## src/smc_cfg.svh

```systemverilog
`ifndef SMC_CFG_SVH
`define SMC_CFG_SVH

// Register byte addresses
`define SMC_ADDR_MODE 8'h00
`define SMC_ADDR_DIV 8'h04
`define SMC_ADDR_CTRL 8'h08
`define SMC_ADDR_TXDATA 8'h0C
`define SMC_ADDR_RXDATA 8'h10
`define SMC_ADDR_STATUS 8'h14
`define SMC_ADDR_CLEAR 8'h18
`define SMC_ADDR_IRQEN 8'h1C

// Fields of serial_mode_reg
`define SMC_MODE_SYNC 7
`define SMC_MODE_CHAR7 6
`define SMC_MODE_PARITY 5
`define SMC_MODE_STOP2 3
`define SMC_MODE_MULTI 2

// Fields of serial_ctrl_reg
`define SMC_CTRL_TX_ON 5
`define SMC_CTRL_RX_ON 4
`define SMC_CTRL_MPB_TX 2
`define SMC_CTRL_SRC1 1
`define SMC_CTRL_SRC0 0

// Status, clear and enable layout
`define SMC_STS_W 7
`define SMC_STS_RX_RDY 0
`define SMC_STS_TX_EMPTY 1
`define SMC_STS_OVR 2
`define SMC_STS_FER 3
`define SMC_STS_PER 4
`define SMC_STS_BRK 5
`define SMC_STS_TX_END 6

// Reset values
`define SMC_RST_MODE 8'h00
`define SMC_RST_CTRL 8'h00
`define SMC_RST_DIV 8'h00
`define SMC_RST_IRQEN 7'h00

// Sixteen-times oversampling points
`define SMC_OVS_MID 4'h7
`define SMC_OVS_LAST 4'hF

`endif

```

## src/smc_pkg.sv

```systemverilog
`include "smc_cfg.svh"

package smc_pkg;

    typedef enum logic [1:0]
    {
        SMC_RX_IDLE = 2'b00,
        SMC_RX_START = 2'b01,
        SMC_RX_DATA = 2'b11,
        SMC_RX_STOP = 2'b10
    } smc_rx_e;

    typedef logic [`SMC_STS_W-1:0] smc_sts_t;

endpackage : smc_pkg

```

## src/smc_clk.sv

```systemverilog
`timescale 1ns/1ns
`default_nettype none

module smc_clk (
    input wire logic clock,
    input wire logic nrst,
    input wire logic sync_mode,
    input wire logic src1,
    input wire logic src0,
    input wire logic run,
    input wire logic [7:0] divisor,
    input wire logic sck_in,
    output logic tick16,
    output logic rise,
    output logic fall,
    output logic [3:0] phase,
    output logic sck_out,
    output logic sck_oe
);

    logic [7:0] brg_cnt;
    logic brg_tick;
    logic sck_m;
    logic sck_s;
    logic sck_d;
    logic ext_rise;
    logic ext_fall;
    logic sck_q;

    always_ff @(posedge clock)
    begin
        if (!nrst || src1 || brg_cnt == divisor)
            brg_cnt <= 8'h00;
        else
            brg_cnt <= brg_cnt + 8'h01;
    end

    assign brg_tick = ~src1 && brg_cnt == divisor;

    // Pin clock resynchronised; edges only from the second stage on
    always_ff @(posedge clock)
    begin
        if (!nrst)
        begin
            sck_m <= 1'b1;
            sck_s <= 1'b1;
            sck_d <= 1'b1;
        end
        else
        begin
            sck_m <= sck_in;
            sck_s <= sck_m;
            sck_d <= sck_s;
        end
    end

    assign ext_rise = sck_s & ~sck_d;
    assign ext_fall = ~sck_s & sck_d;

    assign tick16 = ~sync_mode & (src1 ? ext_rise : brg_tick);

    assign rise = sync_mode & (src1 ? ext_rise : brg_tick & ~sck_q);
    assign fall = sync_mode & (src1 ? ext_fall : brg_tick & sck_q & run);

    always_ff @(posedge clock)
    begin
        if (!nrst || !sync_mode || src1)
            sck_q <= 1'b1;
        else if (fall)
            sck_q <= 1'b0;
        else if (rise)
            sck_q <= 1'b1;
    end

    always_ff @(posedge clock)
    begin
        if (!nrst)
            phase <= 4'h0;
        else if (tick16)
            phase <= phase + 4'h1;
    end

    always_ff @(posedge clock)
    begin
        if (!nrst)
        begin
            sck_oe <= 1'b0;
            sck_out <= 1'b1;
        end
        else
        begin
            sck_oe <= ~src1 & (sync_mode | src0);
            if (src1)
                sck_out <= 1'b1;
            else if (sync_mode)
                sck_out <= sck_q;
            else
                sck_out <= ~src0 | phase[3];
        end
    end

endmodule : smc_clk

`default_nettype wire

```

## src/smc_top.sv

```systemverilog
// What this block does
// - Two modes: framed characters or clocked
// - Mode bit 7: 0 framed, 1 clocked
// - Bit 6: 8 data bits or 7
// - Bit 3: one or two stop bits
// - Bit 5 parity; bit 2 multiprocessor replaces it
// - Framed receive flags framing, parity, overrun, break
// - Clocked mode: 8 bits, nothing added
// - Clocked receive flags only overrun
// - Clock source from mode and control bits
// - Framed, 00: internal clock, pin unused
// - Framed, 01: internal, pin outputs bit clock
// - Framed, 1x: pin gives sixteen-times clock
// - Clocked, 0x: internal, clock driven out
// - Clocked, 1x: shift on pin clock
// - Low start, LSB first, extra, high stops
`include "smc_cfg.svh"
`timescale 1ns/1ns
`default_nettype none

module smc_top (
    input wire logic clock,
    input wire logic nrst,
    input wire logic [7:0] addr,
    input wire logic [31:0] wdata,
    input wire logic wr,
    input wire logic rd,
    output logic [31:0] rdata,
    input wire logic rxd,
    output logic txd,
    input wire logic sck_in,
    output logic sck_out,
    output logic sck_oe,
    output logic irq
);

    logic [7:0] serial_mode_reg;
    logic [7:0] serial_ctrl_reg;
    logic [7:0] bit_rate_divisor_reg;
    smc_pkg::smc_sts_t sts;
    smc_pkg::smc_sts_t irq_en;
    smc_pkg::smc_sts_t sts_set;
    smc_pkg::smc_sts_t sts_clr;
    logic mode_sync;
    logic char7;
    logic multiproc_format_select;
    logic parity_on;
    logic stop2;
    logic has_extra;
    logic [3:0] data_len;
    logic tx_on_bit;
    logic rx_on_bit;
    logic clock_src_bit1;
    logic clock_src_bit0;
    logic tick16;
    logic rise;
    logic fall;
    logic [3:0] phase;
    logic run;

    assign mode_sync = serial_mode_reg[`SMC_MODE_SYNC];
    assign char7 = ~mode_sync & serial_mode_reg[`SMC_MODE_CHAR7];
    assign multiproc_format_select =
        ~mode_sync & serial_mode_reg[`SMC_MODE_MULTI];
    assign parity_on = ~mode_sync & ~multiproc_format_select &
        serial_mode_reg[`SMC_MODE_PARITY];
    assign stop2 = ~mode_sync & serial_mode_reg[`SMC_MODE_STOP2];
    assign has_extra = parity_on | multiproc_format_select;
    assign data_len = char7 ? 4'd7 : 4'd8;
    assign tx_on_bit = serial_ctrl_reg[`SMC_CTRL_TX_ON];
    assign rx_on_bit = serial_ctrl_reg[`SMC_CTRL_RX_ON];
    assign clock_src_bit1 = serial_ctrl_reg[`SMC_CTRL_SRC1];
    assign clock_src_bit0 = serial_ctrl_reg[`SMC_CTRL_SRC0];

    smc_clk u_clk (
        .clock(clock),
        .nrst(nrst),
        .sync_mode(mode_sync),
        .src1(clock_src_bit1),
        .src0(clock_src_bit0),
        .run(run),
        .divisor(bit_rate_divisor_reg),
        .sck_in(sck_in),
        .tick16(tick16),
        .rise(rise),
        .fall(fall),
        .phase(phase),
        .sck_out(sck_out),
        .sck_oe(sck_oe)
    );

    always_ff @(posedge clock)
    begin
        if (!nrst)
        begin
            serial_mode_reg <= `SMC_RST_MODE;
            serial_ctrl_reg <= `SMC_RST_CTRL;
            bit_rate_divisor_reg <= `SMC_RST_DIV;
            irq_en <= `SMC_RST_IRQEN;
        end
        else if (wr)
        begin
            if (addr == `SMC_ADDR_MODE)
                serial_mode_reg <= wdata[7:0];
            if (addr == `SMC_ADDR_CTRL)
                serial_ctrl_reg <= wdata[7:0];
            if (addr == `SMC_ADDR_DIV)
                bit_rate_divisor_reg <= wdata[7:0];
            if (addr == `SMC_ADDR_IRQEN)
                irq_en <= wdata[`SMC_STS_W-1:0];
        end
    end

    // Transmitter
    logic [7:0] tx_hold;
    logic tx_full;
    logic [7:0] tx_data8;
    logic tx_extra;
    logic [11:0] tx_frame;
    logic [3:0] frame_len;
    logic [11:0] tx_sh;
    logic [3:0] tx_left;
    logic tx_busy;
    logic tx_step;
    logic tx_load;
    logic tx_end;

    assign tx_data8 = char7 ? {1'b0, tx_hold[6:0]} : tx_hold;
    assign tx_extra = parity_on ? ^tx_data8 :
        serial_ctrl_reg[`SMC_CTRL_MPB_TX];

    // data LSB first, extra bit, high stops
    always_comb
    begin
        tx_frame = {4'hF, tx_data8};
        if (char7)
            tx_frame[7] = 1'b1;
        if (has_extra)
            tx_frame[data_len] = tx_extra;
    end

    assign frame_len = data_len + {3'b000, has_extra} +
        (stop2 ? 4'd2 : 4'd1);
    assign tx_step = mode_sync ? fall :
        tick16 && phase == `SMC_OVS_LAST;
    assign tx_load = tx_step & tx_on_bit & tx_full &
        (~tx_busy | tx_left == 4'd0);
    assign tx_end = tx_step & tx_on_bit & tx_busy &
        tx_left == 4'd0 & ~tx_full;
    assign run = tx_on_bit & (tx_busy | tx_full) | rx_on_bit;

    always_ff @(posedge clock)
    begin
        if (!nrst)
        begin
            tx_full <= 1'b0;
            tx_hold <= 8'h00;
        end
        else
        begin
            if (!tx_on_bit || tx_load)
                tx_full <= 1'b0;
            if (wr && addr == `SMC_ADDR_TXDATA && tx_on_bit)
            begin
                tx_hold <= wdata[7:0];
                tx_full <= 1'b1;
            end
        end
    end

    always_ff @(posedge clock)
    begin
        if (!nrst || !tx_on_bit)
        begin
            txd <= 1'b1;
            tx_busy <= 1'b0;
            tx_sh <= 12'hFFF;
            tx_left <= 4'd0;
        end
        else if (tx_step)
        begin
            if (tx_busy && tx_left != 4'd0)
            begin
                txd <= tx_sh[0];
                tx_sh <= {1'b1, tx_sh[11:1]};
                tx_left <= tx_left - 4'd1;
            end
            else if (tx_full)
            begin
                tx_busy <= 1'b1;
                if (mode_sync)
                begin
                    txd <= tx_hold[0];
                    tx_sh <= {5'h1F, tx_hold[7:1]};
                    tx_left <= 4'd7;
                end
                else
                begin
                    txd <= 1'b0;
                    tx_sh <= tx_frame;
                    tx_left <= frame_len;
                end
            end
            else
            begin
                tx_busy <= 1'b0;
                txd <= 1'b1;
            end
        end
    end

    // Receiver
    logic rxd_m;
    logic rxd_s;
    smc_pkg::smc_rx_e rx_st;
    logic [3:0] rx_cnt;
    logic [3:0] rx_n;
    logic [3:0] rx_last;
    logic [8:0] rx_sh;
    logic [8:0] rx_word;
    logic [8:0] rx_data;
    logic rx_done;
    logic rx_fer;
    logic rx_per;
    logic rx_brk;

    always_ff @(posedge clock)
    begin
        if (!nrst)
        begin
            rxd_m <= 1'b1;
            rxd_s <= 1'b1;
        end
        else
        begin
            rxd_m <= rxd;
            rxd_s <= rxd_m;
        end
    end

    assign rx_last = data_len + {3'b000, has_extra} - 4'd1;
    assign rx_word[7:0] = char7 ? {1'b0, rx_sh[6:0]} : rx_sh[7:0];
    assign rx_word[8] = multiproc_format_select &
        (char7 ? rx_sh[7] : rx_sh[8]);

    always_ff @(posedge clock)
    begin
        if (!nrst)
        begin
            rx_st <= smc_pkg::SMC_RX_IDLE;
            rx_cnt <= 4'h0;
            rx_n <= 4'h0;
            rx_sh <= 9'h000;
            rx_done <= 1'b0;
            rx_fer <= 1'b0;
            rx_per <= 1'b0;
            rx_brk <= 1'b0;
        end
        else
        begin
            rx_done <= 1'b0;
            rx_fer <= 1'b0;
            rx_per <= 1'b0;
            rx_brk <= 1'b0;
            if (!rx_on_bit)
            begin
                rx_st <= smc_pkg::SMC_RX_IDLE;
                rx_n <= 4'h0;
            end
            else if (mode_sync)
            begin
                // clocked receive raises no format errors
                rx_st <= smc_pkg::SMC_RX_IDLE;
                if (rise)
                begin
                    rx_sh[rx_n] <= rxd_s;
                    rx_n <= rx_n == 4'd7 ? 4'h0 : rx_n + 4'd1;
                    rx_done <= rx_n == 4'd7;
                end
            end
            else if (tick16)
            begin
                unique case (rx_st)
                    smc_pkg::SMC_RX_IDLE:
                    begin
                        rx_cnt <= 4'h0;
                        rx_n <= 4'h0;
                        rx_sh <= 9'h000;
                        if (!rxd_s)
                            rx_st <= smc_pkg::SMC_RX_START;
                    end
                    smc_pkg::SMC_RX_START:
                    begin
                        rx_cnt <= rx_cnt + 4'd1;
                        if (rx_cnt == `SMC_OVS_MID)
                        begin
                            rx_cnt <= 4'h0;
                            rx_st <= rxd_s ? smc_pkg::SMC_RX_IDLE :
                                smc_pkg::SMC_RX_DATA;
                        end
                    end
                    smc_pkg::SMC_RX_DATA:
                    begin
                        rx_cnt <= rx_cnt + 4'd1;
                        if (rx_cnt == `SMC_OVS_LAST)
                        begin
                            rx_sh[rx_n] <= rxd_s;
                            rx_n <= rx_n + 4'd1;
                            if (rx_n == rx_last)
                                rx_st <= smc_pkg::SMC_RX_STOP;
                        end
                    end
                    smc_pkg::SMC_RX_STOP:
                    begin
                        rx_cnt <= rx_cnt + 4'd1;
                        if (rx_cnt == `SMC_OVS_LAST)
                        begin
                            rx_st <= smc_pkg::SMC_RX_IDLE;
                            rx_done <= 1'b1;
                            rx_fer <= ~rxd_s;
                            rx_brk <= ~rxd_s & ~|rx_sh;
                            rx_per <= parity_on & ^rx_sh;
                        end
                    end
                endcase
            end
        end
    end

    // Status, overrun and interrupt; a set beats a clear
    always_comb
    begin
        sts_set = '0;
        sts_set[`SMC_STS_RX_RDY] = rx_done;
        sts_set[`SMC_STS_TX_EMPTY] = tx_load;
        sts_set[`SMC_STS_OVR] = rx_done & sts[`SMC_STS_RX_RDY];
        sts_set[`SMC_STS_FER] = rx_fer;
        sts_set[`SMC_STS_PER] = rx_per;
        sts_set[`SMC_STS_BRK] = rx_brk;
        sts_set[`SMC_STS_TX_END] = tx_end;
    end

    assign sts_clr = (wr && addr == `SMC_ADDR_CLEAR) ?
        wdata[`SMC_STS_W-1:0] : '0;

    always_ff @(posedge clock)
    begin
        if (!nrst)
            sts <= '0;
        else
            sts <= (sts & ~sts_clr) | sts_set;
    end

    always_ff @(posedge clock)
    begin
        if (!nrst)
            rx_data <= 9'h000;
        else if (rx_done && !sts[`SMC_STS_RX_RDY])
            rx_data <= rx_word;
    end

    always_ff @(posedge clock)
    begin
        if (!nrst)
            irq <= 1'b0;
        else
            irq <= |(sts & irq_en);
    end

    always_ff @(posedge clock)
    begin
        if (!nrst || !rd)
            rdata <= 32'h0000_0000;
        else
            unique case (addr)
                `SMC_ADDR_MODE: rdata <= 32'(serial_mode_reg);
                `SMC_ADDR_CTRL: rdata <= 32'(serial_ctrl_reg);
                `SMC_ADDR_DIV: rdata <= 32'(bit_rate_divisor_reg);
                `SMC_ADDR_RXDATA: rdata <= 32'(rx_data);
                `SMC_ADDR_STATUS: rdata <= 32'(sts);
                `SMC_ADDR_IRQEN: rdata <= 32'(irq_en);
                default: rdata <= 32'h0000_0000;
            endcase
    end
endmodule : smc_top

`default_nettype wire

```

## config.mk

```make
export PLATFORM = sky130hd
export DESIGN_NAME = smc_top
export DESIGN_NICKNAME = d
export VERILOG_FILES = /design/src/smc_pkg.sv /design/src/smc_clk.sv /design/src/smc_top.sv
export VERILOG_INCLUDE_DIRS = /design/src /design/src/src
export SDC_FILE = /design/constraint.sdc
export NUM_CORES = 1
export LEC_CHECK = 0
export BUFFER_PORTS_ARGS = -buffer_cell sky130_fd_sc_hd__buf_2
export CAP_MARGIN = 20
export CORE_MARGIN = 5
export CORE_UTILIZATION = 30
export DETAILED_ROUTE_END_ITERATION = 10
export HOLD_SLACK_MARGIN = 0.05
export PLACE_DENSITY = 0.55
export SETUP_SLACK_MARGIN = 0.1
export SLEW_MARGIN = 20
export SYNTH_ARGS = -nofsm -noshare
export SYNTH_HDL_FRONTEND = slang
export SYNTH_SLANG_ARGS = --single-unit
```

## constraint.sdc

```tcl
create_clock -name clock -period 5.9 [get_ports clock]
set_input_delay 0 -clock clock [delete_from_list [all_inputs] [get_ports clock]]
set_output_delay 0 -clock clock [all_outputs]
set_load 0.01 [all_outputs]
```

==> results.md <==
* GRT overflow at 0
* Hold depth at 2
* HP Start: addr[2]
* Post-Syn Area at 6182 um^2
* Synthesis-to-finish area growth at 15.93%
* Seq pwr share at 43.5%
* Die width at 153.6 um
* GRT Total Usage at 13.76%
* Layout cells sized above 1 at 12.40%
* Drt wl/cell at 15.56 um
* Area contributors post-synth: dfxtp_1 40%, a21oi_1 5.8%, nand2_1 5.8%
* FFs w/ async S/R, synth at 0%
* Post-synth EDFFs at 0
* Commonest cells after routing, fill and taps aside: 124 x dfxtp_1, 96 x nand2_1, 71 x a21oi_1, 60 x nor2_1, 43 x nand3_1
* Final setup violation count at 0
* Yosys reg bits at 124
* RSZ-0062 raised after global routing: false
* Initial Utilization at 30.55%
* Routability Congestion at 0.8325
* Die area at 23580 um^2
* DP HPWL at 11340 um
* Pint at 1.516 mW
* Initial DRC Count at 456
* Core box area at 20230 um^2
* Initial antenna violation count at 0
* Netlist cell types at 68
* Comb pwr share at 3.3%
* Via-to-Cell Ratio at 4.978
* Via count at 5157
* Antenna viol nets, final at 0
* CTS tree: done
* Max-cap violations at 0
* Root Buffer: clkbuf_16
* Post-cts gate resize count at 0
* Synthesis warning total at 0
* Worst Hold Path EP: rdata[8]$_SDFF_PP0_
* Setup Skew at 0.007770 ns
* # rows at 52
* Worst Hold Class: in2reg
* Startpoint Class: flop
* FF-to-FF path depth at 9
* First-pass GRT wire length at 26080 um
* Net Sw Power at 426.7 uW
* Clock-pin slew on the worst setup and hold paths at 0.06 ns
* Status: completed
* # DRC at 0
* Placed cell area at 6445 um^2
* Crit path max fanout at 36
* Final core occ at 35.42%
* Synthesized area per cell at 8.492 um^2
* Die height at 153.6 um
* Max-slew violations at 0
* Slew margin rel. at 38.69%
* Critical R2R Launch: serial_mode_reg[7]$_SDFFE_PN0P_
* Num ports at 82
* Sink Count at 124
* Gate Count Post-Synth at 728
* Fin Setup TNS at 0 ns
* Commonest non-fill, non-tap cell in the layout: dfxtp_1
* Tcrit/Tclk final at 43.70%
* Fmax at 387.8 MHz
* Largest area contributor in the netlist: dfxtp_1
* R2r setup slk at 3.32 ns
* Post-Route WL at 16120 um
* Worst Setup End Kind: flop
* Nets at 813
* Crit path required time at 6.24 ns
* CTS buffer count at 17
* Ant diodes at 0
* Critical path class: reg2reg
* Post-layout instance area at 7167 um^2
* Ys flop type: dfxtp_1
* Vias in the first global route at 4732
* Clk_lat worst skew at 0.42 ns
* Htree depth at 4
* Leakage dissipation at 2.589 nW
* Min cycle time layout at 2.578 ns
* IR drop worst, VDD at 0.0001891 V
* Buffers on Ports at 34
* Final hold viol count at 0
* Largest net degree at the start of global routing at 66
* Reg-to-Reg End: rx_st[0]$_SDFFE_PP0P_
* Post-synthesis sequential area ratio at 40.15%
* DR pass1 iterations at 7
* Area share of the largest cell type after synthesis at 40.15%
* Clk pwr share at 53.1%
* PD cells at 271.0 nW/um^2
* Worst-margin pin slew at 0.9127 ns
* CTS max path bufs at 2
* Switching share of power at 21.97%
* Critical path arrival at 2.92 ns
cells in the mapped netlist (5+ instances only):
library cell / instances
dfxtp_1: 124
nand2_1: 96
a21oi_1: 72
nor2_1: 60
nand3_1: 43
mux2i_1: 28
clkbuf_1: 27
o21ai_0: 26
buf_4: 23
inv_1: 17
xnor2_1: 17
ha_1: 13
nand2b_1: 13
buf_2: 12
o211ai_1: 11
a22oi_1: 10
or3_1: 9
a222oi_1: 8
xor2_1: 8
mux2_2: 7
nand3b_1: 7
nand4_1: 6
nor2b_1: 5
nor3_1: 5
power by group through the flow:
stage	combinational [mW]	sequential [mW]	clock [mW]
CTS	0.0641	0.845	1.06
floorplan	0.0476	0.862	0
finish	0.0647	0.846	1.03
global placement	0.0573	0.863	0
global route	0.0709	0.845	1.10
detailed placement	0.0577	0.863	0
worst max path at each step:
stage                                          startpoint                      end  slack [ns]  cells past startpoint
after floorplan           serial_mode_reg[7]$_SDFFE_PN0P_    rx_st[0]$_SDFFE_PP0P_        3.54                     10
after global placement            tx_left[0]$_SDFFE_PP0P_  tx_left[1]$_SDFFE_PP0P_        3.25                      8
after detailed placement          tx_left[0]$_SDFFE_PP0P_  tx_left[1]$_SDFFE_PP0P_        3.20                      8
after CTS                         tx_left[0]$_SDFFE_PP0P_  tx_left[1]$_SDFFE_PP0P_        3.19                      8
after global routing      serial_mode_reg[7]$_SDFFE_PN0P_    rx_st[0]$_SDFFE_PP0P_        3.12                      9
final                     serial_mode_reg[7]$_SDFFE_PN0P_    rx_st[0]$_SDFFE_PP0P_        3.32                      9
timing repair:
action,CTS,global route
hold buffers,13,0
setup buffers,0,0
setup endpoints to repair,0,0
hold endpoints to repair,51,0
critical path, cell delays in order (launching register included):
cell and delay, ns:
dfxtp_1 0.30, buf_4 0.37, nand2b_1 0.37, ha_1 0.23, nor4bb_1 0.28, a31oi_1 0.06
o21ai_0 0.22, o21bai_1 0.11, a2111o_1 0.35, a21boi_0 0.16
routing by layer:
layer | GRT usage (%) | part of all wire (%) | vias to the layer above | wire length, um
met5 | 0 | 0 | - | 0
met4 | 3.827 | 1.2 | 0 | 200
met3 | 3.513 | 4.8 | 16 | 771
met2 | 20.70 | 46 | 97 | 7402
met1 | 19.57 | 48 | 2454 | 7744
li1 | - | - | 2590 | -
layout make-up:
| type | instances | area [um^2] |
|---|---|---|
| tap | 270 | 337.8 |
| fill | 2120 | 13070 |
| clock buffer | 22 | 474.2 |
| multi-input combinational | 543 | 3372 |
| sequential | 124 | 2482 |
| timing repair buffer | 50 | 322.8 |
| clock inverter | 10 | 113.9 |
| inverter | 17 | 63.81 |
cells by family (layout without fill, tap and decap cells):
| kind of cell | count (synthesis) | in the layout | share of synthesized area (%) |
|---|---|---|---|
| buffers and inverters | 83 | 99 | 6.699 |
| xor gates and xnor gates | 27 | 27 | 4.270 |
| muxes | 35 | 35 | 5.809 |
| DFF | 124 | 124 | 40.15 |
| and+or+nand+nor | 276 | 276 | 22.53 |
| other | 1 | 23 | 0.06066 |
| AOI/OAI and AO/OA | 168 | 168 | 17.53 |
| adders and majority gates | 14 | 14 | 2.955 |
per-stage QoR:
step | hold WS, ns | power (mW) | instances | worst slack, ns
floorplan | 0.1015 | 0.9098 | 750 | 3.540
global placement | 0.1998 | 0.9208 | 991 | 3.247
detailed placement | 0.2020 | 0.9211 | 991 | 3.204
CTS | 0.07027 | 1.965 | 1036 | 3.190
global route | 0.1236 | 2.013 | 1036 | 3.122
finish | 0.08939 | 1.942 | 1036 | 3.322
Note: power is estimated with default switching activity, not from simulation.
